$ cat config.mk
export PLATFORM = sky130hd
export DESIGN_NAME = sdlc_dac_ctrl
export DESIGN_NICKNAME = d
export VERILOG_FILES = /design/src/logic/sdlc_pkg.sv /design/src/logic/sdlc_word_reg.sv /design/src/logic/sdlc_dac_ctrl.sv
export SDC_FILE = /design/constraint.sdc
export NUM_CORES = 1
export LEC_CHECK = 0
export ABC_AREA = 1
export BUFFER_PORTS_ARGS = -buffer_cell sky130_fd_sc_hd__buf_2
export CAP_MARGIN = 20
export CORE_MARGIN = 10
export CORE_UTILIZATION = 28
export CTS_CLUSTER_DIAMETER = 60
export DETAILED_ROUTE_END_ITERATION = 16
export MAX_ROUTING_LAYER = met4
export SLEW_MARGIN = 5
export SYNTH_ARGS = -nofsm -noshare
export SYNTH_HDL_FRONTEND = slang
export SYNTH_SLANG_ARGS = --single-unit
$ cat constraint.sdc
create_clock -name i_clk -period 1.9 [get_ports i_clk]
set_input_delay 0.095 -clock i_clk [delete_from_list [all_inputs] [get_ports i_clk]]
set_output_delay 0.095 -clock i_clk [all_outputs]
set_load 0.03 [all_outputs]
$ cat src/logic/sdlc_pkg.sv
package sdlc_pkg;
	localparam int          WORD_BITS     = 16;
	localparam int          SEG_BITS      = 4;
	localparam int          SEG_COUNT     = 15;
	localparam int          LADDER_BITS   = 12;
	localparam logic [15:0] MIDSCALE_CODE = 16'h8000;
	localparam logic [4:0]  BIT_COUNT_MAX = 5'h10;
	localparam int          SYNC_STAGES   = 3;
endpackage

$ cat src/logic/sdlc_word_reg.sv
`timescale 1ns/1ps
// Word holding register with load enable; read data come from the register
module sdlc_word_reg #(
	parameter int          WIDTH = 16,
	parameter logic [15:0] INIT  = 16'h8000
) (
	input  wire logic             i_clk,
	input  wire logic             i_rst_n,
	input  wire logic             i_load,
	input  wire logic [WIDTH-1:0] i_data,
	output logic      [WIDTH-1:0] o_data
);
	always_ff @(posedge i_clk) begin
		if (!i_rst_n) begin
			o_data <= INIT[WIDTH-1:0];
		end else if (i_load) begin
			o_data <= i_data;
		end
	end
endmodule // sdlc_word_reg

$ cat src/logic/sdlc_dac_ctrl.sv
// Contract
// - Clear falling edge forces output to analog ground; registers keep contents.
// - Load low copies input register into converter register.
// - With load held low, update happens on frame select rising edge.
// - Frame select low enables shifting; high blocks the shift register.
// - After frame select falls, 16 falling clock edges carry one word.
// - Serial input sampled and shifted on each serial clock falling edge.
// - Shift register is exactly 16 bits, one code per frame.
// - Serial output is open drain; only pulls low, external pull-up.
// - Serial output carries shift register out for cascading devices.
// - Serial output allows controller readback of register data.
// - Power-down low enters low power; release returns to normal.
// - Clock and data toggling with frame select high changes nothing.
// - Offset binary code; 8000H is zero volts.
// - Top four code bits thermometer-decode into 15 segment switches.
// - Low 12 code bits drive ladder switches directly, bit 0 upward.
// - Power-on reset holds output at zero volts before any write.
// - Power-up loads shift and converter registers with midscale.
// - Transfer end moves shift register into input register automatically.
// - Load high during shifting: update on load falling edge after frame ends.
// - Extra clocks ripple data out; output repeats input delayed 16 clocks.
`timescale 1ns/1ps
module sdlc_dac_ctrl (
	input  wire logic        i_clk,
	input  wire logic        i_rst_n,
	input  wire logic        i_serial_clk,
	input  wire logic        i_frame_sel_n,
	input  wire logic        i_serial_in,
	input  wire logic        i_output_load_n,
	input  wire logic        i_output_clear_n,
	input  wire logic        i_power_down_n,
	input  wire logic        i_serial_out,
	output logic             o_serial_out,
	output logic             o_serial_out_oe,
	output logic [14:0]      o_segment_switches,
	output logic [11:0]      o_ladder_switches,
	output logic             o_output_grounded,
	output logic             o_power_down,
	output logic [15:0]      o_dac_code
);

	////////////////////////////////////////////////////////////////////////////////
	// Three-stage pin synchronisers; a change counts when stages two and three agree

	logic [2:0] sclk_sync_q;
	logic [2:0] fsel_sync_q;
	logic [2:0] din_sync_q;
	logic [2:0] load_sync_q;
	logic [2:0] clear_sync_q;
	logic [2:0] pwr_sync_q;
	logic       sclk_q;
	logic       fsel_n_q;
	logic       din_q;
	logic       load_n_q;
	logic       clear_n_q;
	logic       pwr_n_q;

	always_ff @(posedge i_clk) begin
		if (!i_rst_n) begin
			// Serial clock idles high; matching reset avoids a false edge
			sclk_sync_q  <= 3'h7;
			fsel_sync_q  <= 3'h7;
			din_sync_q   <= 3'h0;
			load_sync_q  <= 3'h7;
			clear_sync_q <= 3'h7;
			pwr_sync_q   <= 3'h7;
		end else begin
			sclk_sync_q  <= {sclk_sync_q[1:0], i_serial_clk};
			fsel_sync_q  <= {fsel_sync_q[1:0], i_frame_sel_n};
			din_sync_q   <= {din_sync_q[1:0], i_serial_in};
			load_sync_q  <= {load_sync_q[1:0], i_output_load_n};
			clear_sync_q <= {clear_sync_q[1:0], i_output_clear_n};
			pwr_sync_q   <= {pwr_sync_q[1:0], i_power_down_n};
		end
	end

	// Filtered levels: move only when stages two and three agree
	function automatic logic sdlc_filt(input logic [2:0] s, input logic cur);
		sdlc_filt = (s[1] == s[2]) ? s[2] : cur;
	endfunction

	always_ff @(posedge i_clk) begin
		if (!i_rst_n) begin
			sclk_q    <= 1'b1;
			fsel_n_q  <= 1'b1;
			din_q     <= 1'b0;
			load_n_q  <= 1'b1;
			clear_n_q <= 1'b1;
			pwr_n_q   <= 1'b1;
		end else begin
			sclk_q    <= sdlc_filt(sclk_sync_q, sclk_q);
			fsel_n_q  <= sdlc_filt(fsel_sync_q, fsel_n_q);
			din_q     <= sdlc_filt(din_sync_q, din_q);
			load_n_q  <= sdlc_filt(load_sync_q, load_n_q);
			clear_n_q <= sdlc_filt(clear_sync_q, clear_n_q);
			pwr_n_q   <= sdlc_filt(pwr_sync_q, pwr_n_q);
		end
	end

	////////////////////////////////////////////////////////////////////////////////
	// Edge detection on filtered levels

	logic sclk_d1_q;
	logic fsel_d1_q;
	logic load_d1_q;
	logic clear_d1_q;

	always_ff @(posedge i_clk) begin
		if (!i_rst_n) begin
			sclk_d1_q  <= 1'b1;
			fsel_d1_q  <= 1'b1;
			load_d1_q  <= 1'b1;
			clear_d1_q <= 1'b1;
		end else begin
			sclk_d1_q  <= sclk_q;
			fsel_d1_q  <= fsel_n_q;
			load_d1_q  <= load_n_q;
			clear_d1_q <= clear_n_q;
		end
	end

	logic sclk_fall;
	logic fsel_rise;
	logic load_fall;
	logic clear_fall;
	logic shift_en;

	assign sclk_fall  = sclk_d1_q & ~sclk_q;
	assign fsel_rise  = ~fsel_d1_q & fsel_n_q;
	assign load_fall  = load_d1_q & ~load_n_q;
	assign clear_fall = clear_d1_q & ~clear_n_q;
	// Shifting only while frame select is low; clock and data ignored otherwise
	assign shift_en  = sclk_fall & ~fsel_n_q;

	////////////////////////////////////////////////////////////////////////////////
	// Frame state machine

	typedef enum logic [1:0] {
		SDLC_IDLE  = 2'b01,
		SDLC_FRAME = 2'b10
	} sdlc_state_t;

	sdlc_state_t state_q;

	always_ff @(posedge i_clk) begin
		if (!i_rst_n) begin
			state_q <= SDLC_IDLE;
		end else begin
			case (state_q)
				SDLC_IDLE: begin
					if (!fsel_n_q) begin
						state_q <= SDLC_FRAME;
					end
				end
				SDLC_FRAME: begin
					if (fsel_n_q) begin
						state_q <= SDLC_IDLE;
					end
				end
				default: begin
					state_q <= SDLC_IDLE;
				end
			endcase
		end
	end

	////////////////////////////////////////////////////////////////////////////////
	// Shift register and bit counter

	logic [15:0] shift_q;
	logic [4:0]  count_q;
	logic        frame_full;

	assign frame_full = (count_q == sdlc_pkg::BIT_COUNT_MAX);

	always_ff @(posedge i_clk) begin
		if (!i_rst_n) begin
			shift_q <= sdlc_pkg::MIDSCALE_CODE;
		end else if (shift_en) begin
			shift_q <= {shift_q[14:0], din_q};
		end
	end

	always_ff @(posedge i_clk) begin
		if (!i_rst_n) begin
			count_q <= 5'h00;
		end else if (state_q == SDLC_IDLE && !fsel_n_q) begin
			count_q <= 5'h00;
		end else if (shift_en && !frame_full) begin
			count_q <= count_q + 5'h01;
		end
	end

	////////////////////////////////////////////////////////////////////////////////
	// Input and converter registers

	logic        input_load;
	logic        dac_load;
	logic [15:0] input_word;
	logic [15:0] dac_word;

	// Complete word moves to the input register at frame end; partial word dropped
	assign input_load = fsel_rise & (state_q == SDLC_FRAME) & frame_full;

	// Synchronous mode updates at frame end; asynchronous on load fall while idle
	assign dac_load = (input_load & ~load_n_q)
		| (load_fall & fsel_n_q & ~input_load);

	sdlc_word_reg #(
		.WIDTH (sdlc_pkg::WORD_BITS),
		.INIT  (sdlc_pkg::MIDSCALE_CODE)
	) u_input_reg (
		.i_clk   (i_clk),
		.i_rst_n (i_rst_n),
		.i_load  (input_load),
		.i_data  (shift_q),
		.o_data  (input_word)
	);

	// Synchronous path takes the fresh shift word directly
	sdlc_word_reg #(
		.WIDTH (sdlc_pkg::WORD_BITS),
		.INIT  (sdlc_pkg::MIDSCALE_CODE)
	) u_dac_reg (
		.i_clk   (i_clk),
		.i_rst_n (i_rst_n),
		.i_load  (dac_load),
		.i_data  (input_load ? shift_q : input_word),
		.o_data  (dac_word)
	);

	////////////////////////////////////////////////////////////////////////////////
	// Clear and power-down state

	logic grounded_q;
	logic sleep_q;

	always_ff @(posedge i_clk) begin
		if (!i_rst_n) begin
			grounded_q <= 1'b1;
		end else if (clear_fall) begin
			grounded_q <= 1'b1;
		end else if (dac_load) begin
			grounded_q <= 1'b0;
		end
	end

	always_ff @(posedge i_clk) begin
		if (!i_rst_n) begin
			sleep_q <= 1'b0;
		end else begin
			sleep_q <= ~pwr_n_q;
		end
	end

	////////////////////////////////////////////////////////////////////////////////
	// Switch decoding

	function automatic logic [14:0] sdlc_thermo(input logic [3:0] v);
		logic [14:0] t;
		t = 15'h0000;
		for (int i = 0; i < sdlc_pkg::SEG_COUNT; i++) begin
			t[i] = (32'(v) > i);
		end
		sdlc_thermo = t;
	endfunction

	logic [15:0] eff_code;

	// Grounded output shown as midscale code, which is zero volts
	assign eff_code = grounded_q ? sdlc_pkg::MIDSCALE_CODE : dac_word;

	always_ff @(posedge i_clk) begin
		if (!i_rst_n) begin
			o_segment_switches <= sdlc_thermo(sdlc_pkg::MIDSCALE_CODE[15:12]);
			o_ladder_switches  <= sdlc_pkg::MIDSCALE_CODE[11:0];
			o_dac_code         <= sdlc_pkg::MIDSCALE_CODE;
			o_output_grounded  <= 1'b1;
			o_power_down       <= 1'b0;
		end else begin
			o_segment_switches <= sdlc_thermo(eff_code[15:12]);
			o_ladder_switches  <= eff_code[11:0];
			o_dac_code         <= dac_word;
			o_output_grounded  <= grounded_q;
			o_power_down       <= sleep_q;
		end
	end

	////////////////////////////////////////////////////////////////////////////////
	// Open-drain serial output: bit 15 leaves, drive low only

	logic pull_low_q;

	always_ff @(posedge i_clk) begin
		if (!i_rst_n) begin
			pull_low_q <= 1'b0;
		end else if (!fsel_n_q) begin
			pull_low_q <= ~shift_q[15];
		end else begin
			pull_low_q <= 1'b0;
		end
	end

	assign o_serial_out    = 1'b0;
	assign o_serial_out_oe = pull_low_q;

endmodule // sdlc_dac_ctrl

==> After elaboration in Yosys (flattened, before gate mapping) <==
Cells that the tools add are included.
{ "word_totals": {"reg_bits": 131, "latchBits": 0, "ramBits": 0, "word_cells": 90, "mem_count": 0, "mem_bits_ro": 0} }
{ "op_classes": {"n_lt_le_gt_ge": 15, "n_eq_ne": 11, "n_shift": 0, "div": 0, "add_sub_neg": 1, "multipliers": 0, "n_bitwise": 20, "reduce_logical": 9, "n_mux": 5} }
{ "op_table": {"columns": ["cell", "count"], "rows": [
  ["$mux W16", 2],
  ["$gt A4 B4 Y1 const B", 7],
  ["$gt A4 B3 Y1 const B", 4],
  ["$and A1 B1 Y1", 10],
  ["$not A1 Y1", 9],
  ["$gt A4 B1 Y1 const B", 2],
  ["$gt A4 B2 Y1 const B", 2],
  ["$reduce_or A2 Y1", 4],
  ["$eq A1 B1 Y1", 6],
  ["$add A5 B1 Y5 const B", 1],
  ["$eq A5 B5 Y1 const B", 1],
  ["$mux W2", 2],
  ["$ne A2 B2 Y1 const B", 2],
  ["$pmux W2 S2", 1],
  ["$eq A2 B1 Y1 const B", 1],
  ["$eq A2 B2 Y1 const B", 1],
  ["$logic_and A1 B1 Y1", 2],
  ["$logic_not A1 Y1", 2],
  ["$reduce_and A2 Y1", 1],
  ["$or A1 B1 Y1", 1]
]} }

==> Logic depth before layout (Yosys ltp) <==
{ "depth": {"ltp_word": 7, "ltp_mapped": 11, "mapped_depth_nobuf": 10} }

==> Hierarchy <==
From an unflattened synthesis, not the netlist that was laid out.
{ "hier_totals": {"cells_unflattened": 605, "area_unflattened_um2": 4677.0} }
{ "modules_own_cells": {"columns": ["mod", "instances", "cells_per_inst", "area_each_um2", "seq_area_each_um2"], "rows": [
  ["sdlc_dac_ctrl", 1, 405, 3333.2, 1981.9],
  ["sdlc_word_reg", 2, 100, 671.9, 320.3]
]} }

==> Least setup slack after synthesis <==
Ideal clock, no wire load.
{ "synth_timing": {"kind": "register to register", "startpoint": "reg count_q[0]", "endpoint": "reg u_dac_reg.o_data[0]", "stages_incl_launch_ff": 11, "arrival_ns": 1.357, "period_less_slack_ns": 1.465, "required_time_ns": 1.791, "path_slack_ns": 0.435, "setup_time_ns": 0.109, "cell_sequence": "dfxtp_1 -> inv_1 -> ha_1 -> nand2_2 -> nor2_8 -> nand2_4 -> a21oi_4 -> buf_6 -> nand2_1 -> nand2_1 -> inv_1"} }
{ "synth_between": {"elab_chain_cells": 5, "elab_cells_between_ends": 7} }
{ "synth_lines": {"columns": ["element", "line", "rtl"], "rows": [
  ["from (decl)", "sdlc_dac_ctrl.sv:171", "logic [4:0] count_q;"],
  ["from (signal assigned)", "sdlc_dac_ctrl.sv:190", "count_q <= count_q + 5'h01;"],
  ["$eq A5 B5 Y1 *", "sdlc_dac_ctrl.sv:174", "assign frame_full = (count_q == sdlc_pkg::BIT_COUNT_MAX);"],
  ["$and A1 B1 Y1 *", "sdlc_dac_ctrl.sv:203", "assign input_load = fsel_rise & (state_q == SDLC_FRAME) & frame_full;"],
  ["$not A1 Y1", "sdlc_dac_ctrl.sv:207", "| (load_fall & fsel_n_q & ~input_load);"],
  ["$and A1 B1 Y1", "sdlc_dac_ctrl.sv:207", null],
  ["$or A1 B1 Y1", "sdlc_dac_ctrl.sv:207", null],
  ["to (signal assigned)", "sdlc_word_reg.sv:15", "o_data <= INIT[WIDTH-1:0];"],
  ["to (signal assigned)", "sdlc_word_reg.sv:17", "o_data <= i_data;"],
  ["to (decl)", "sdlc_word_reg.sv:11", "output logic [WIDTH-1:0] o_data"]
]} }
Mark *: on every way between the ends. The rest lies on a longest branch, timed or not.
A chain may end at the register's enable or synchronous reset.

==> Worst setup path in the final report <==
{ "layout_timing": {"startpoint": "reg count_q[0]", "endpoint": "reg u_dac_reg.o_data[6]"} }
The elaborated chain is that of the path after synthesis.

==> flow_summary.ini <==
[power]
power_switching_share_pct = 19.8
power_density_nw_per_um2 = 1120
seq_power_share_pct = 44.4
leakage_uw = 0.00276
ir_drop_uv = 574
p_int_uw = 5010
combPwrFrac_pct = 1.4
p_clk_share_pct = 54.2
switchingPower_uw = 1230
p_total_uw = 6250

[timing]
finalSetupViolations = 0
fin_skew_ns = 0.00692
grt_setup_unrepaired = no
period_share_pct = 85.7
final_hold_viol_count = 0
slew_violations = 0
max_freq_mhz = 614
finalSetupTns_ns = 0
period_needed_ns = 1.63

[place]
dpl_cell_area_um2 = 4870
io_buffers = 53
dp.cells = 775
hpwl_um = 5300
place_congestion = 0.766

[floorplan]
coreArea_um2 = 15300
die_y_um = 145
ios = 56
start_util_pct = 28.6
die-width_um = 145
rows = 45
die_area_um2 = 21000

[detailed_routing]
dr_wl_met3_um = 493
wirelength_um = 7720
wl_per_cell_um = 9.48
drc = 0
num_vias = 3144
wl_met2_um = 3430
first_pass_iters = 4
drtIter0Drc = 123
top_layer = met4
viasPerCell = 3.86
wl_met1_um = 3680
antenna_left = 0

[final_layout]
fin_area_um2 = 5580
final_nets = 601
final_cell_mix = 131 x dfxtp_1, 125 x nand2_1, 77 x inv_1, 69 x nor2_1, 53 x buf_2
layout_commonest_cell = dfxtp_1
drive_above_1_share_pct = 19.6
syn_to_final_growth_pct = 27.9
diodes = 0
fillers = 1563
fin_cells = 814

[yosys]
yosys.area_share.adder_pct = 0.574
seq_area_frac_synth_pct = 60.1
netlist_area_um2 = 4360
synth.avg_cell_area_um2 = 8.34
ys_seq_elements = 131
synth_top_family_by_area = simple AND/OR/NAND/NOR gates
yosys.area_share.simple_pct = 24.4
ys_warn_count = 0
synth_cell_types = 26
synthCells = 523
synth_compound_area_share_pct = 5.59
synth.net_count = 534
muxShareOfSynthArea_pct = 0
synth_xor_area_share_pct = 0.201

[min_path]
hold_depth = 3
holdPathEnd = clear_sync_q[0]
min_path_type = in -> reg
hp-start = i_output_clear_n

[critical_path]
reg2regPathDepth = 10
cpMaxStageDelayCell = dfxtp_1
path_cells = inv_1 -> ha_1 -> nand2_2 -> nor2_8 -> nand2_4 -> a21oi_4 -> buf_12 -> nand2_1 -> nand2_1 -> inv_1
path_class = reg -> reg
crit_path_max_incr_delay_ns = 0.34
cp.required_ns = 2.21
start_kind = flip-flop
cpLargestDelayFamily = simple AND/OR/NAND/NOR gates
crit_path_end_kind = flip-flop
worst_r2r_endpoint = u_dac_reg.o_data[6]
ff2ff_setup_slack_ns = 0.27
worst-path-max-fanout = 18
critPathLaunch = count_q[0]
rr_startpoint = count_q[0]
path_buf_inv = 3
worst_ep_arrival_time_ns = 1.93

[grt]
overflow = 0
first_global_vias = 2892
grt_max_degree = 25
grt_usage_pct = 8.08
antenna_found_initial = 0
grt_pass1_wl_um = 13300

[cts]
worst_skew_pair.late_latency_ns = 0.41
htree_levels = 4
path_clk_slew_ns = 0.05
cts_max_path_buffers = 2
clock_sinks = 131
cts_root_buffer = clkbuf_16
cts_tree = yes
cts_setup_buffers = 0
cts_buffers = 17

[status]
outcome = finished clean

[flow_run]
maxCapViolCount = 0
## flip-flops by register name, indices dropped and copies added (netlist names), 2 cells and up
register / cells
o_dac_code: 16
shift_q: 16
u_dac_reg.o_data: 16
u_input_reg.o_data: 16
o_segment_switches: 15
o_ladder_switches: 12
count_q: 5
clear_sync_q: 3
din_sync_q: 3
fsel_sync_q: 3
load_sync_q: 3
pwr_sync_q: 3
sclk_sync_q: 3
state_q: 2
## per-stage QoR
| step | worst slack [ns] | utilization [%] | hold slack (ns) |
|---|---|---|---|
| floorplan | 0.435 | - | 0.193 |
| global route | 0.115 | 36.6 | 0.398 |
| CTS | 0.145 | 36.5 | 0.399 |
| finish | 0.271 | 36.6 | 0.403 |
| global placement | 0.192 | 31.9 | 0.285 |
| detailed placement | 0.164 | 31.9 | 0.283 |
## cells in the mapped netlist
cell type    n  area share, %
dfxtp_1    131             60
nand2_1    125             11
inv_1       77            6.6
nor2_1      70            6.0
o21ai_0     24            2.8
a21oi_1     19            2.2
or2_2       15            2.2
nand3_1     12            1.4
nand3b_1    12            2.1
clkbuf_1    11           0.95
buf_2        6           0.69
nor3_1       3           0.34
buf_4        2           0.34
ha_1         2           0.57
nand2_2      2           0.29
nor2_8       2           0.92
a21oi_4      1           0.37
buf_1        1          0.086
buf_6        1           0.26
conb_1       1          0.086
inv_2        1          0.086
nand2_4      1           0.26
nand3_2      1           0.23
o211ai_1     1           0.17
o21ai_1      1           0.11
xnor2_1      1           0.20
## cell families after synthesis
| group | Yosys count |
|---|---|
| AOI/OAI and AO/OA | 46 |
| and+or+nand+nor | 243 |
| buffers and inverters | 99 |
| xor gates and xnor gates | 1 |
| DFF | 131 |
| adders and majority gates | 2 |
| other | 1 |
## worst register-to-register path, cell delays in order (launching register included)
cell and delay (ns):
dfxtp_1 0.34, inv_1 0.09, ha_1 0.16, nand2_2 0.09, nor2_8 0.29, nand2_4 0.10
a21oi_4 0.15, buf_12 0.15, nand2_1 0.07, nand2_1 0.06, inv_1 0.03
## power by group through the flow
stage	combinational (uW)	clock [uW]	sequential, uW
2_1_floorplan	54.2	0	2830
6_report	89.0	3380	2770
4_1_cts	90.8	3460	2770
5_1_grt	101	3590	2770
3_5_place_dp	79.0	0	2830
3_3_place_gp	77.9	0	2830
## how the worst max path moves through the flow
stage | to | slack (ns) | depth (start not counted)
after floorplan | u_dac_reg.o_data[0] | 0.43 | 10
after global placement | u_dac_reg.o_data[15] | 0.19 | 9
after detailed placement | u_dac_reg.o_data[15] | 0.16 | 9
after CTS | u_dac_reg.o_data[6] | 0.14 | 10
after global routing | u_dac_reg.o_data[15] | 0.11 | 9
final | u_dac_reg.o_data[6] | 0.27 | 10
## cell type report
| type | count | area, um^2 | share of cell area (%) |
|---|---|---|---|
| flip-flops and latches | 131 | 2620 | 47.0 |
| multi-input cells | 293 | 1360 | 24.3 |
| clock buffers | 21 | 480 | 8.61 |
| repair buffers | 69 | 415 | 7.44 |
| inverters | 78 | 293 | 5.25 |
| well taps | 211 | 264 | 4.73 |
| clock inverters | 11 | 149 | 2.67 |
## what timing repair did
item | CTS | global route
setup endpoints to repair | 0 | 7
hold buffers | 7 | 0
resized for setup | 0 | 2
hold endpoints to repair | 10 | 0
## routing by layer
metal	vias to the layer above	track usage, %
li1	1710	-
met1	1369	9.22
met2	56	12.4
met3	9	3.10
met4	0	3.67
met5	-	-
(Power assumes the default switching activity.)
